==> src/design/esp_cfg.svh <==
// Constants of the serial host port
// How it works
// - Select low: 4-wire with command/data line
// - Select high: 3-wire, 9-bit words
// - 4-wire: sample rising edges, MSB first
// - Route finished byte by command/data level
// - Drive read byte on falling edges, MSB
// - Several read bytes per selection allowed
// - Deselect ends read; stop driving data
// - 3-wire write: flag then D7..D0
// - Flag 0 command, flag 1 data
`ifndef ESP_CFG_SVH
`define ESP_CFG_SVH
`define ESP_BYTE_BITS     4'h8
`define ESP_WORD3_BITS    4'h9
`define ESP_SYNC_RESET    3'h7
`define ESP_BITCNT_RESET  4'h0
`define ESP_READ_BYTES    4'h2
`define ESP_SCL_WRITE_MHZ 20
`define ESP_SCL_READ_KHZ  2500
`endif

==> src/design/esp_pkg.sv <==
// Types of the serial host port
package esp_pkg;
  typedef struct packed {
    logic       isData;
    logic [7:0] value;
  } esp_byte_t;
  typedef struct packed {
    logic       clkPin;
    logic       dataIn;
    logic       selectN;
    logic       cmdData;
  } esp_pins_t;
  typedef enum logic [3:0] {
    ST_IDLE  = 4'b0001,
    ST_SHIFT = 4'b0010,
    ST_FLAG  = 4'b0100,
    ST_READ  = 4'b1000
  } esp_state_t;
endpackage : esp_pkg

==> src/design/esp_host_port.sv <==
// Serial host port: 3/4-wire receive and read-back
`include "esp_cfg.svh"
`timescale 1ns/10ps
`default_nettype none
module esp_host_port
  import esp_pkg::*;
#(
  parameter int READ_BYTES = 2
) (
  // Clock and reset
  input  wire logic       clk,
  input  wire logic       rst,
  // Strap
  input  wire logic       interface_width_select,
  // Serial link pins
  input  wire logic       sclPin,
  input  wire logic       sdaIn,
  output logic            sdaOut,
  output logic            sdaOe,
  input  wire logic       csN,
  input  wire logic       dcPin,
  // Received bytes
  output esp_byte_t       rxByte,
  output logic            rxValid,
  output logic            rxIsCmd,
  // Read-back source
  output logic [7:0]      readAddr,
  output logic [3:0]      readIndex,
  output logic            readReq,
  input  wire logic [7:0] readData
);
  esp_pins_t  rawPins;
  esp_pins_t  pins;
  esp_state_t state;
  logic       sclLast;
  logic       threeWire;
  logic [3:0] bitCnt;
  logic [8:0] shift;
  logic [7:0] outByte;
  logic [2:0] outCnt;
  logic       addrSeen;
  logic       rise;
  logic       fall;
  logic       widthSync1;
  logic       widthSync2;

  assign rawPins = '{clkPin: sclPin, dataIn: sdaIn, selectN: csN, cmdData: dcPin};

  // All pins cross into the clk domain first
  esp_sync #(.WIDTH(4)) u_sync (
    .clk    (clk),
    .rst    (rst),
    .async  (rawPins),
    .synced (pins)
  );

  always_ff @(posedge clk) begin
    if (rst) begin
      widthSync1 <= 1'b0;
      widthSync2 <= 1'b0;
    end else begin
      widthSync1 <= interface_width_select;
      widthSync2 <= widthSync1;
    end
  end

  always_ff @(posedge clk) begin
    if (rst)
      threeWire <= 1'b0;
    else if (pins.selectN)
      threeWire <= widthSync2;
  end

  always_ff @(posedge clk) begin
    if (rst)
      sclLast <= 1'b1;
    else
      sclLast <= pins.clkPin;
  end

  assign rise = !pins.selectN && pins.clkPin && !sclLast;
  assign fall = !pins.selectN && !pins.clkPin && sclLast;

  logic enterRead4;
  // Command/data high at the fall closing the address
  assign enterRead4 = fall && !threeWire && addrSeen && pins.cmdData
                      && state == ST_SHIFT && bitCnt == 4'h0;

  always_ff @(posedge clk) begin
    if (rst || pins.selectN) begin
      state  <= ST_IDLE;
      bitCnt <= `ESP_BITCNT_RESET;
    end else if (rise) begin
      case (state)
        ST_IDLE, ST_SHIFT: begin
          if (bitCnt == (threeWire ? `ESP_WORD3_BITS : `ESP_BYTE_BITS) - 4'h1) begin
            bitCnt <= `ESP_BITCNT_RESET;
            state  <= ST_SHIFT;
          end else begin
            bitCnt <= bitCnt + 4'h1;
            state  <= ST_SHIFT;
          end
        end
        // Single flag bit then read data
        ST_FLAG: state <= ST_READ;
        ST_READ: state <= ST_READ;
        default: state <= ST_IDLE;
      endcase
      // Lone 1 flag after the address; data follows at the next fall
      // Limitation: a data word after a command in one selection reads as a read
      if (threeWire && addrSeen && state != ST_READ && bitCnt == 4'h0 && sdaBit())
        state <= ST_READ;
    end else if (enterRead4) begin
      state <= ST_READ;
    end
  end

  function automatic logic sdaBit();
    return pins.dataIn;
  endfunction

  // MSB first into the shift register
  // Flag bit then D7 down to D0
  always_ff @(posedge clk) begin
    if (rst)
      shift <= 9'h000;
    else if (rise && state != ST_READ && state != ST_FLAG)
      shift <= {shift[7:0], pins.dataIn};
  end

  logic byteDone;
  assign byteDone = rise && state != ST_READ && state != ST_FLAG
                    && bitCnt == (threeWire ? `ESP_WORD3_BITS : `ESP_BYTE_BITS) - 4'h1;

  always_ff @(posedge clk) begin
    if (rst) begin
      rxByte  <= '0;
      rxValid <= 1'b0;
      rxIsCmd <= 1'b0;
    end else begin
      rxValid <= byteDone;
      if (byteDone) begin
        rxByte.value  <= {shift[6:0], pins.dataIn};
        rxByte.isData <= threeWire ? shift[7] : pins.cmdData;
        rxIsCmd       <= threeWire ? !shift[7] : !pins.cmdData;
      end
    end
  end

  // Last command byte is the read address
  always_ff @(posedge clk) begin
    if (rst || pins.selectN) begin
      addrSeen <= 1'b0;
      readAddr <= readAddr;
    end else if (byteDone) begin
      addrSeen <= threeWire ? !shift[7] : !pins.cmdData;
      if (threeWire ? !shift[7] : !pins.cmdData)
        readAddr <= {shift[6:0], pins.dataIn};
    end
  end

  // Shift out on falling edges, MSB first
  always_ff @(posedge clk) begin
    if (rst || pins.selectN) begin
      outByte   <= 8'h00;
      outCnt    <= 3'h0;
      readIndex <= 4'h0;
      readReq   <= 1'b0;
    end else begin
      readReq <= 1'b0;
      if ((state == ST_READ && fall) || enterRead4) begin
        if (outCnt == 3'h0) begin
          outByte   <= {readData[6:0], 1'b0};
          readIndex <= (readIndex == 4'(READ_BYTES - 1)) ? readIndex : readIndex + 4'h1;
          readReq   <= 1'b1;
        end else begin
          outByte <= {outByte[6:0], 1'b0};
        end
        outCnt <= outCnt + 3'h1;
      end
    end
  end

  always_ff @(posedge clk) begin
    if (rst || pins.selectN) begin
      sdaOut <= 1'b0;
      sdaOe  <= 1'b0;
    end else if ((state == ST_READ && fall) || enterRead4) begin
      sdaOe  <= 1'b1;
      sdaOut <= (outCnt == 3'h0) ? readData[7] : outByte[7];
    end
  end
endmodule // esp_host_port
`default_nettype wire

==> src/design/esp_sync.sv <==
// Two-stage synchroniser for the link pins
`include "esp_cfg.svh"
`timescale 1ns/10ps
`default_nettype none
module esp_sync #(
  parameter int WIDTH = 4
) (
  // Clock and reset
  input  wire logic             clk,
  input  wire logic             rst,
  // Pins
  input  wire logic [WIDTH-1:0] async,
  output logic      [WIDTH-1:0] synced
);
  logic [WIDTH-1:0] stage1;
  // Reset as deselected, clock low, data and command/data high
  always_ff @(posedge clk) begin
    if (rst) begin
      stage1 <= WIDTH'({1'b0, `ESP_SYNC_RESET});
      synced <= WIDTH'({1'b0, `ESP_SYNC_RESET});
    end else begin
      stage1 <= async;
      synced <= stage1;
    end
  end
endmodule // esp_sync
`default_nettype wire

==> config.mk <==
export PLATFORM = sky130hd
export DESIGN_NAME = esp_host_port
export DESIGN_NICKNAME = d
export VERILOG_FILES = /design/src/design/esp_pkg.sv /design/src/design/esp_host_port.sv /design/src/design/esp_sync.sv
export VERILOG_INCLUDE_DIRS = /design/src /design/src/design
export SDC_FILE = /design/constraint.sdc
export NUM_CORES = 1
export LEC_CHECK = 0
export ABC_AREA = 1
export BUFFER_PORTS_ARGS = -buffer_cell sky130_fd_sc_hd__clkbuf_2
export CORE_MARGIN = 5
export CORE_UTILIZATION = 57
export CTS_BUF_LIST = sky130_fd_sc_hd__clkbuf_8 sky130_fd_sc_hd__clkbuf_16
export CTS_CLUSTER_DIAMETER = 100
export DETAILED_ROUTE_END_ITERATION = 10
export GPL_ROUTABILITY_DRIVEN = 1
export MAX_ROUTING_LAYER = met4
export PLACE_DENSITY = 0.8
export SLEW_MARGIN = 5
export SYNTH_ARGS = -nofsm -noshare
export SYNTH_HDL_FRONTEND = slang
export SYNTH_SLANG_ARGS = --single-unit
==> constraint.sdc <==
create_clock -name clk -period 5.2 [get_ports clk]
set_clock_uncertainty 0.15 [all_clocks]
set_input_delay 1.04 -clock clk [delete_from_list [all_inputs] [get_ports clk]]
set_output_delay 1.04 -clock clk [all_outputs]
set_load 0.1 [all_outputs]
==> impl_metrics.csv, run 1 <==
group,metric,value,unit
outcome,run_status,"finished clean",
power_and_ir_drop,power_leakage,1.37,nW
global_routing,antenna_found_initial,0,
global_routing,overflow,0,
sta,worst_slack,2.36,ns
route,drt_first_pass_iters,5,
yosys,synth_top_area_cell,"dfxtp_1",
route,drtAntennaViolNets,0,
run,cap_violations,0,
yosys,synthFlopType,"dfxtp_1",
placement,pre_cts_ws,1.98,ns
worst_setup_path,reg2reg_slack,2.96,ns
power_and_ir_drop,p_switching,0.208,mW
route,drc,0,
clock_network,ctsHoldBuffers,0,
global_routing,grt.total_usage,18.4,%
yosys,synth_top_area_share,44.2,%
worst_setup_path,critPathKind,"input pin to flip-flop",
sta,rsz0062_at_grt,"no",
clock_network,cts_root_buffer,"clkbuf_8",
clock_network,cts_tree,"built",
worst_setup_path,regToRegStartpoint,"bitCnt[2]$_SDFFE_PP0P_",
yosys,synthesis.area,2530,um2
die,core,4320,um2
yosys,ys_types,29,
global_routing,grt_max_degree,20,
die,die_area,5880,um2
clock_network,clockBufferDepth,2,
clock_network,insertion_delay,0.34,ns
sta,finalSetupViolCount,0,
worst_setup_path,slowest_stage,"nor2_2",
clock_network,path_clk_slew,0.07,ns
hold_path,min_path_cells,2,
final_layout,n_antenna_cell,0,
power_and_ir_drop,worst_ir_drop_vdd,0.000234,V
yosys,synth_common_cells,"88 x nand2_1, 56 x dfxtp_1, 32 x nand3_1, 26 x inv_1, 22 x nor2_1",
placement,dp.cells,387,
final_layout,drive_gt1_share,20.5,%
yosys,ys_top_cells_by_area,"dfxtp_1 44%, nand2_1 13%, edfxtp_1 9.5%",
global_routing,grt_pass1_vias,1868,
worst_setup_path,path_buf_inv,2,
yosys,yosysWarningCount,0,
die,initial_core_util,58.6,%
clock_network,cts_resized,0,
worst_setup_path,rr_endpoint,"readAddr[5]$_DFFE_PP_",
sta,slew_headroom,50.6,%
final_layout,fin_nets,367,
clock_network,cts_sinks,64,
worst_setup_path,cp-start-kind,"input pin",
power_and_ir_drop,power_frac_seq,51.3,%
yosys,async_flop_share,0,%
yosys,synth_edf_count,8,
die,die_h,76.7,um
yosys,synth-seq-area-share,53.7,%
worst_setup_path,critPathCaptureType,"flip-flop",
worst_setup_path,reg2reg_depth,4,
worst_setup_path,cp.arrival,2.67,ns
power_and_ir_drop,internal_power,0.781,mW
yosys,netlist_instances,302,
hold_path,hold_class,"flip-flop to flip-flop",
sta,finalSetupTns,0,ns
power_and_ir_drop,combPwrFrac,3.0,%
global_routing,grt_pass1_wl,8400,um
die,rows,24,
placement,port_buffers,40,
sta,worstMarginPinSlew,0.740,ns
sta,slew_violations,0,
clock_network,cts_setup_buffers,0,
sta,hold_viol_final,0,
power_and_ir_drop,switching_share,21.0,%
worst_setup_path,slowest_delay,0.64,ns
route,wl,4960,um
placement,place_hpwl,3390,um
yosys,syn_nets,323,
power_and_ir_drop,clockPowerShare,45.7,%
worst_setup_path,path_max_fanout,18,
final_layout,area_growth,17.1,%
final_layout,instances_no_fill,403,
clock_network,h-tree-depth,3,
hold_path,holdPathEnd,"u_sync.synced[3]$_SDFF_PP0_",
placement,gp_congestion,0.818,
die,die_width,76.7,um
clock_network,cts_buffers,9,
sta,fmax,352,MHz
route,first_iter_violations,169,
worst_setup_path,cp_top_family,"simple AND/OR/NAND/NOR gates",
power_and_ir_drop,pwr_density_cell,333,nW/um2
yosys,syn_area_per_cell,8.39,um2
die,ios,41,
power_and_ir_drop,total_power,0.989,mW
route,dr_total_vias,2069,
sta,min_period,2.84,ns
yosys,synth_most_common_cell,"nand2_1",
worst_setup_path,cp_cell_sequence,"clkbuf_2, nor2_2, inv_2, nor2_1",
sta,post-route-period-util,54.6,%
route,vias_per_cell,5.13,
worst_setup_path,critPathRequiredTime,5.03,ns
route,drt-wirelength-per-cell,12.3,um
hold_path,hp-start,"u_sync.stage1[3]$_SDFF_PP0_",
yosys,ys_ff_latch,64,
flip-flops by register name, summed over array words and instances (netlist names):
signal	flops
u_sync.stage1	4
sdaOut	1
sdaOe	1
state	3
sclLast	1
bitCnt	4
rxByte	9
readReq	1
rxIsCmd	1
widthSync1	1
threeWire	1
outCnt	3
readIndex	4
addrSeen	1
shift	8
outByte	7
rxValid	1
u_sync.synced	4
widthSync2	1
readAddr	8
cell type report:
class	count	area, um2
sequential	64	1360
fill	357	1360
multi-input combinational	203	1020
timing repair buffer	40	200
clock buffer	9	124
inverter	28	105
clock inverter	7	88.8
tap	52	65.1
cells by family after synthesis:
group | Yosys count | synth area share, %
and+or+nand+nor | 161 | 29.4
DFF | 64 | 53.7
buffers and inverters | 35 | 5.92
AOI/OAI and AO/OA | 33 | 6.96
adders and majority gates | 6 | 2.96
xor gates and xnor gates | 3 | 1.04
power by group through the flow:
stage | Clock (mW) | Sequential [mW] | Combinational (mW)
after global placement | 0 | 0.518 | 0.0284
after CTS | 0.462 | 0.508 | 0.0294
after floorplan | 0 | 0.518 | 0.0205
after detailed placement | 0 | 0.519 | 0.0292
after global routing | 0.484 | 0.508 | 0.0333
final | 0.452 | 0.508 | 0.0292
worst max-delay path by stage:
stage                     slack, ns  startpoint                    end  cells past startpoint
after CTS                      2.36         rst  readAddr[0]$_DFFE_PP_                      4
after detailed placement       1.98         rst  readAddr[5]$_DFFE_PP_                      4
final                          2.36         rst  readAddr[5]$_DFFE_PP_                      4
after floorplan                2.71         rst  readAddr[0]$_DFFE_PP_                      4
after global routing           2.20         rst  readAddr[4]$_DFFE_PP_                      4
after global placement         2.11         rst  readAddr[3]$_DFFE_PP_                      4
stage by stage:
stage	util, %	hold slack (ns)	area (um2)
CTS	68.6	0.258	2970
finish	68.6	0.256	2970
detailed placement	63.7	0.248	2760
global route	68.6	0.275	2970
floorplan	-	0.238	2530
global placement	63.7	0.241	2760
layer usage:
layer / up-vias / wire length [um] / track usage (%)
met2: 48 / 2280 / 27.8
met3: 11 / 299 / 5.85
met1: 948 / 2290 / 21.3
met5: - / 0 / -
li1: 1062 / - / -
met4: 0 / 93 / 11.2
cells in the final DEF, fill, tap and decap left out, drive strengths merged:
cell type / netlist / layout
clkinv: 0 / 2
xnor2: 1 / 1
a21oi: 19 / 19
clkbuf: 1 / 49
bufinv: 0 / 2
edfxtp: 8 / 8
ha: 6 / 6
a211oi: 3 / 3
nand3b: 1 / 1
nor2: 27 / 27
o22ai: 1 / 1
o21ai: 9 / 9
dfxtp: 56 / 56
clkinvlp: 0 / 1
xor2: 2 / 2
nor3: 3 / 3
o21a: 1 / 1
nand3: 32 / 32
inv: 28 / 30
nand2: 91 / 91
or2: 7 / 7
worst reg2reg max path, stage by stage, from the launching register on:
cell     delay, ns
dfxtp_1       0.38
nand3_1       0.13
o22ai_1       0.42
nand3_1       0.27
nor2_1        0.54
(Power assumes the default switching activity.)
==> run 2, diff against run 1 <==
ABC_AREA = 0   (was 1)
CORE_UTILIZATION = 50   (was 57)
PLACE_DENSITY = 0.75   (was 0.8)
clock period = 2.3 ns   (was 5.2 ns; I/O delays follow)
==> run 2 against run 1 <==
Sequential cell count is the same. Highest routed layer unchanged. Critical path depth grew 3. Critical path type is now flip-flop to flip-flop. Sequential share of layout area decreased by 1.8 points. Sequential power increased by 120%. Non-clock buffer count rose by 8. Register-to-register slack got worse by 2.6 ns. Clock power increased to 2.5 times the previous value. Hold slack got worse by 0.099 ns. Synthesized cell count is 13% lower. Cell area increased by 4.2%. Power rose by 140%. Wire length grew 2.1%.
==> impl_metrics.csv, run 2 <==
group,metric,value,unit
sta,fmax,520,MHz
power_and_ir_drop,worst_ir_drop_vdd,0.000591,V
die,die_area,6690,um2
worst_setup_path,slowest_delay,0.46,ns
yosys,synth_top_area_share,43.5,%
final_layout,fin_nets,326,
final_layout,drive_gt1_share,24.8,%
yosys,ys_types,46,
clock_network,cts_sinks,64,
clock_network,cts_root_buffer,"clkbuf_8",
worst_setup_path,critPathRequiredTime,2.41,ns
route,vias_per_cell,5.47,
clock_network,cts_buffers,9,
worst_setup_path,rr_endpoint,"readIndex[0]$_SDFFE_PP0P_",
global_routing,grt.total_usage,17.1,%
placement,place_hpwl,3450,um
clock_network,insertion_delay,0.34,ns
sta,min_period,1.92,ns
global_routing,grt_max_degree,33,
yosys,synthesis.area,2580,um2
sta,finalSetupViolCount,0,
clock_network,path_clk_slew,0.07,ns
yosys,ys_top_cells_by_area,"dfxtp_1 43%, edfxtp_1 9.3%, a21oi_1 6.8%",
sta,hold_viol_final,0,
power_and_ir_drop,pwr_density_cell,754,nW/um2
yosys,synth_edf_count,8,
yosys,syn_nets,284,
worst_setup_path,path_max_fanout,12,
global_routing,antenna_found_initial,0,
die,core,5040,um2
yosys,synth_most_common_cell,"dfxtp_1",
worst_setup_path,critPathCaptureType,"flip-flop",
worst_setup_path,reg2reg_slack,0.38,ns
final_layout,area_growth,20.0,%
die,initial_core_util,51.1,%
clock_network,clockBufferDepth,2,
yosys,synthFlopType,"dfxtp_1",
hold_path,holdPathEnd,"u_sync.stage1[1]$_SDFF_PP1_",
die,rows,26,
sta,finalSetupTns,0,ns
clock_network,cts_resized,0,
worst_setup_path,reg2reg_depth,7,
global_routing,overflow,0,
die,die_width,81.8,um
worst_setup_path,critPathKind,"flip-flop to flip-flop",
sta,worst_slack,0.377,ns
final_layout,mostFrequentLayoutCell,"dfxtp_1",
clock_network,ctsHoldBuffers,0,
final_layout,mostFrequentLayoutCells,"56 x dfxtp_1, 40 x clkbuf_2, 35 x a21oi_1",
sta,slew_violations,0,
global_routing,grt_pass1_wl,8590,um
placement,pre_cts_ws,0.380,ns
outcome,run_status,"finished clean",
final_layout,fillCellCount,444,
route,drc,0,
hold_path,hp-start,"csN",
die,ios,41,
route,first_iter_violations,143,
yosys,async_flop_share,0,%
yosys,synth-seq-area-share,52.8,%
hold_path,min_path_cells,2,
yosys,syn_area_per_cell,9.80,um2
yosys,synth_common_cells,"56 x dfxtp_1, 35 x a21oi_1, 21 x nand2_1, 16 x nand3_1, 11 x o21ai_1",
global_routing,grt_pass1_vias,1905,
worst_setup_path,cp-start-kind,"flip-flop",
clock_network,cts_tree,"built",
sta,slew_headroom,58.7,%
yosys,netlist_instances,263,
final_layout,top_register,"rxByte",
clock_network,cts_setup_buffers,0,
sta,post-route-period-util,83.6,%
route,drtAntennaViolNets,0,
yosys,ys_ff_latch,64,
final_layout,largest_reg_flops,9,
worst_setup_path,regToRegStartpoint,"bitCnt[0]$_SDFFE_PP0P_",
worst_setup_path,cp.arrival,2.03,ns
hold_path,hold_class,"input pin to flip-flop",
run,cap_violations,0,
route,drt-wirelength-per-cell,13.3,um
worst_setup_path,slowest_stage,"or4_1",
route,drt_first_pass_iters,4,
power_and_ir_drop,power_leakage,1.22,nW
sta,worstMarginPinSlew,0.620,ns
sta,fin_hold_ws,0.157,ns
yosys,yosysWarningCount,0,
sta,rsz0062_at_grt,"no",
route,wl,5070,um
worst_setup_path,cp_cell_sequence,"inv_1, ha_1, and3b_1, a31oi_1, buf_4, or4_1, a21oi_1",
clock_network,h-tree-depth,3,
placement,port_buffers,40,
yosys,synth_top_area_cell,"dfxtp_1",
route,dr_total_vias,2080,
die,die_h,81.8,um
final_layout,n_antenna_cell,0,
final_layout,top_regs,"rxByte: 9 flops, readAddr: 8 flops, shift: 8 flops",
placement,gp_congestion,0.828,
-- run 2: cell count changes after synthesis, sizes merged, moves of 9 or more --
cell    delta
mux2i     +10
clkbuf     +9
a21oi     +16
nand2     -70
nor2      -16
inv       -23
nand3     -16
-- run 2: how the worst max path moves through the flow --
| stage | end | cells past startpoint | from | slack [ns] |
|---|---|---|---|---|
| floorplan | readIndex[2]$_SDFFE_PP0P_ | 6 | readIndex[1]$_SDFFE_PP0P_ | 0.01 |
| global placement | readIndex[0]$_SDFFE_PP0P_ | 7 | bitCnt[0]$_SDFFE_PP0P_ | 0.40 |
| detailed placement | readIndex[0]$_SDFFE_PP0P_ | 7 | bitCnt[0]$_SDFFE_PP0P_ | 0.38 |
| CTS | readIndex[0]$_SDFFE_PP0P_ | 7 | bitCnt[0]$_SDFFE_PP0P_ | 0.36 |
| global route | rxByte[8]$_SDFFE_PP0N_ | 5 | u_sync.synced[1]$_SDFF_PP1_ | 0.24 |
| finish | readIndex[0]$_SDFFE_PP0P_ | 7 | bitCnt[0]$_SDFFE_PP0P_ | 0.38 |
-- run 2: final cells by class --
type / instances / area [um2] / area share (%)
inverter: 5 / 18.8 / 0.607
multi-input combinational: 177 / 1120 / 36.2
clock buffer: 12 / 176 / 5.71
clock inverter: 4 / 67.6 / 2.19
tap: 70 / 87.6 / 2.83
sequential: 64 / 1360 / 44.0
timing repair buffer: 48 / 260 / 8.42
-- run 2: report_power, final --
group	internal, mW	leakage, nW	switching, mW	total [mW]
Sequential	1.14	0.527	0.00684	1.14
Combinational	0.0225	0.559	0.0241	0.0466
Clock	0.728	0.130	0.412	1.14
Total	1.89	1.22	0.443	2.33
-- run 2: logic make-up (layout without fill, tap and decap cells) --
family	Yosys count	count (layout)	share of synthesized area [%]
buffers and inverters	22	69	3.74
DFF	64	64	52.8
muxes	10	10	3.88
adders and majority gates	6	6	2.91
and+or+nand+nor	84	84	18.8
xor gates and xnor gates	4	4	1.36
AOI/OAI and AO/OA	73	73	16.5
-- run 2: through the flow --
step,instance area [um2],power [mW],std cells,utilization (%)
floorplan,2580,1.20,263,-
global placement,2850,1.22,364,56.5
detailed placement,2850,1.22,364,56.5
CTS,3090,2.35,380,61.3
global route,3090,2.40,380,61.3
finish,3090,2.33,380,61.3
-- run 2: routing by layer --
layer	vias to the layer above	track usage, %	part of all wire, %
met3	5	3.29	6.8
met4	0	8.14	0.93
li1	1028	-	-
met2	69	26.9	48
met5	-	-	0
met1	978	21.0	44
-- run 2: critical path: cells and delay by family, from the launching register on --
family | cells | cell delay [ns]
AOI/OAI and AO/OA | 2 | 0.26
adders and majority gates | 1 | 0.15
buffers and inverters | 2 | 0.29
DFF | 1 | 0.34
and+or+nand+nor | 2 | 0.68
==> run 3, diff against run 2 <==
ABC_AREA = 1   (was 0)
clock period = 1.63 ns   (was 2.3 ns; I/O delays follow)
==> run 3 against run 2 <==
Critical path depth decreased by 6. Clock power up 16%. Count of clock-buffer cells in the layout down 3. Sequential share of layout area shrank 1.5 points. First-iteration DRC count up 14%. Combinational power up 140%. Non-clock buffer count rose by 2.
==> impl_metrics.csv, run 3 (synthesis gave the netlist of run 1 again) <==
group,metric,value,unit
global_routing,grt.total_usage,18.1,%
outcome,run_status,"finished clean",
die,rows,26,
worst_setup_path,cp_top_family,"buffers and inverters",
placement,dp.cells,415,
placement,gp_congestion,0.830,
clock_network,h-tree-depth,3,
route,first_iter_violations,163,
final_layout,top_register,"rxByte",
power_and_ir_drop,worst_ir_drop_vdd,0.000665,V
worst_setup_path,rr_endpoint,"outByte[2]$_SDFFE_PP0N_",
route,drc,0,
worst_setup_path,path_max_fanout,1,
hold_path,holdPathEnd,"u_sync.stage1[2]$_SDFF_PP1_",
final_layout,area_growth,27.6,%
global_routing,overflow,0,
die,core,5010,um2
die,die_h,81.2,um
final_layout,instances_no_fill,435,
final_layout,final_cell_area,3230,um2
power_and_ir_drop,total_power,3.05,mW
placement,place_hpwl,3570,um
clock_network,cts_buffers,9,
sta,post-route-period-util,96.2,%
placement,port_buffers,40,
die,die_width,81.2,um
global_routing,grt_pass1_vias,1906,
clock_network,clockBufferDepth,2,
sta,finalSetupViolCount,0,
final_layout,fin_util,64.6,%
clock_network,cts_tree,"built",
clock_network,cts_sinks,64,
route,highest_layer,"met4",
route,m1WireLength,2350,um
die,initial_core_util,50.6,%
worst_setup_path,critPathRequiredTime,1.15,ns
power_and_ir_drop,pwr_density_cell,942,nW/um2
route,vias_per_cell,4.83,
sta,hold_viol_final,0,
worst_setup_path,slowest_stage,"clkbuf_2",
clock_network,insertion_delay,0.34,ns
power_and_ir_drop,power_leakage,1.46,nW
global_routing,grt_pass1_wl,8690,um
route,drt-wirelength-per-cell,12.1,um
sta,min_period,1.57,ns
placement,pre_cts_ws,-0.0270,ns
sta,fmax,638,MHz
route,met2_length,2520,um
final_layout,drive_gt1_share,29.3,%
worst_setup_path,regToRegStartpoint,"bitCnt[0]$_SDFFE_PP0P_",
clock_network,cts_root_buffer,"clkbuf_8",
sta,fin_hold_ws,0.0118,ns
worst_setup_path,critPathCaptureType,"output pin",
run,cap_violations,0,
final_layout,top_regs,"rxByte: 9 flops, readAddr: 8 flops, shift: 8 flops",
final_layout,n_antenna_cell,0,
worst_setup_path,cp_cell_sequence,"clkbuf_2",
route,wl,5250,um
hold_path,hp-start,"sdaIn",
worst_setup_path,critPathKind,"flip-flop to output pin",
route,dr_total_vias,2100,
global_routing,antenna_found_initial,0,
sta,rsz0062_at_grt,"yes",
global_routing,grt_max_degree,18,
final_layout,largest_reg_flops,9,
placement,dpl_cell_area,2950,um2
sta,worst_slack,0.0614,ns
worst_setup_path,reg2reg_depth,9,
worst_setup_path,cp-start-kind,"flip-flop",
worst_setup_path,cp.arrival,1.09,ns
die,die_area,6590,um2
clock_network,path_clk_slew,0.07,ns
route,wl_met3,285,um
sta,slew_headroom,64.1,%
final_layout,mostFrequentLayoutCells,"86 x nand2_1, 46 x dfxtp_1, 33 x buf_4",
worst_setup_path,reg2reg_slack,0.09,ns
final_layout,mostFrequentLayoutCell,"nand2_1",
worst_setup_path,path_buf_inv,1,
route,drt_first_pass_iters,4,
sta,slew_violations,0,
final_layout,fin_nets,381,
sta,finalSetupTns,0,ns
route,drtAntennaViolNets,0,
die,ios,41,
worst_setup_path,startpoint,"readReq$_SDFF_PP0_",
clock_network,ctsHoldBuffers,0,
hold_path,hold_class,"input pin to flip-flop",
worst_setup_path,slowest_delay,0.44,ns
sta,worstMarginPinSlew,0.540,ns
hold_path,min_path_cells,2,
run 3: cell types whose count changed in the layout (fill, tap and decap cells not counted), sizes merged, moves of 4 or more:
cell | before | now
nor2b | 5 | 0
o21ai | 15 | 9
inv | 7 | 29
nand3 | 16 | 32
o31ai | 4 | 0
clkbuf | 52 | 24
mux2i | 10 | 0
a21oi | 35 | 19
buf | 8 | 35
nand2 | 21 | 93
nor2 | 11 | 29
a211oi | 7 | 3
run 3: what timing repair did:
item | CTS | global route
buffers inserted | 0 | 0
gates resized for setup | 1 | 18
cloned | 3 | 1
pin swaps | 1 | 7
endpoints found under the hold margin | 0 | 0
endpoints found under the setup margin | 10 | 34
run 3: cell type report:
class,instances,area (um2)
Clock inverter,7,70.1
Inverter,28,105
Fill cell,454,1780
Clock buffer,9,124
Sequential cell,64,1380
Multi-Input combinational cell,207,1130
Tap cell,70,87.6
Timing Repair Buffer,50,345
run 3: worst max-delay path by stage:
stage | end | slack (ns) | depth (start not counted)
2_1_floorplan | readAddr[0]$_DFFE_PP_ | -0.0009 | 5
3_3_place_gp | outByte[1]$_SDFFE_PP0N_ | 0.05 | 9
3_5_place_dp | outByte[6]$_SDFFE_PP0N_ | -0.03 | 9
4_1_cts | sdaOut$_SDFFE_PP0N_ | 0.03 | 9
5_1_grt | rxByte[0]$_SDFFE_PP0N_ | -0.009 | 9
6_report | readReq | 0.06 | 1
run 3: where the power goes:
group,internal [mW],total (mW),switching [mW]
Clock,0.701,1.32,0.617
Combinational,0.0452,0.112,0.0672
Sequential,1.61,1.62,0.0104
Total,2.35,3.05,0.694
run 3: per-layer routing:
metal  vias to the layer above  GRT usage, %
li1                       1090             -
met1                       956          21.6
met2                        44          27.8
met3                        10          5.88
met4                         0          8.11
met5                         -             -
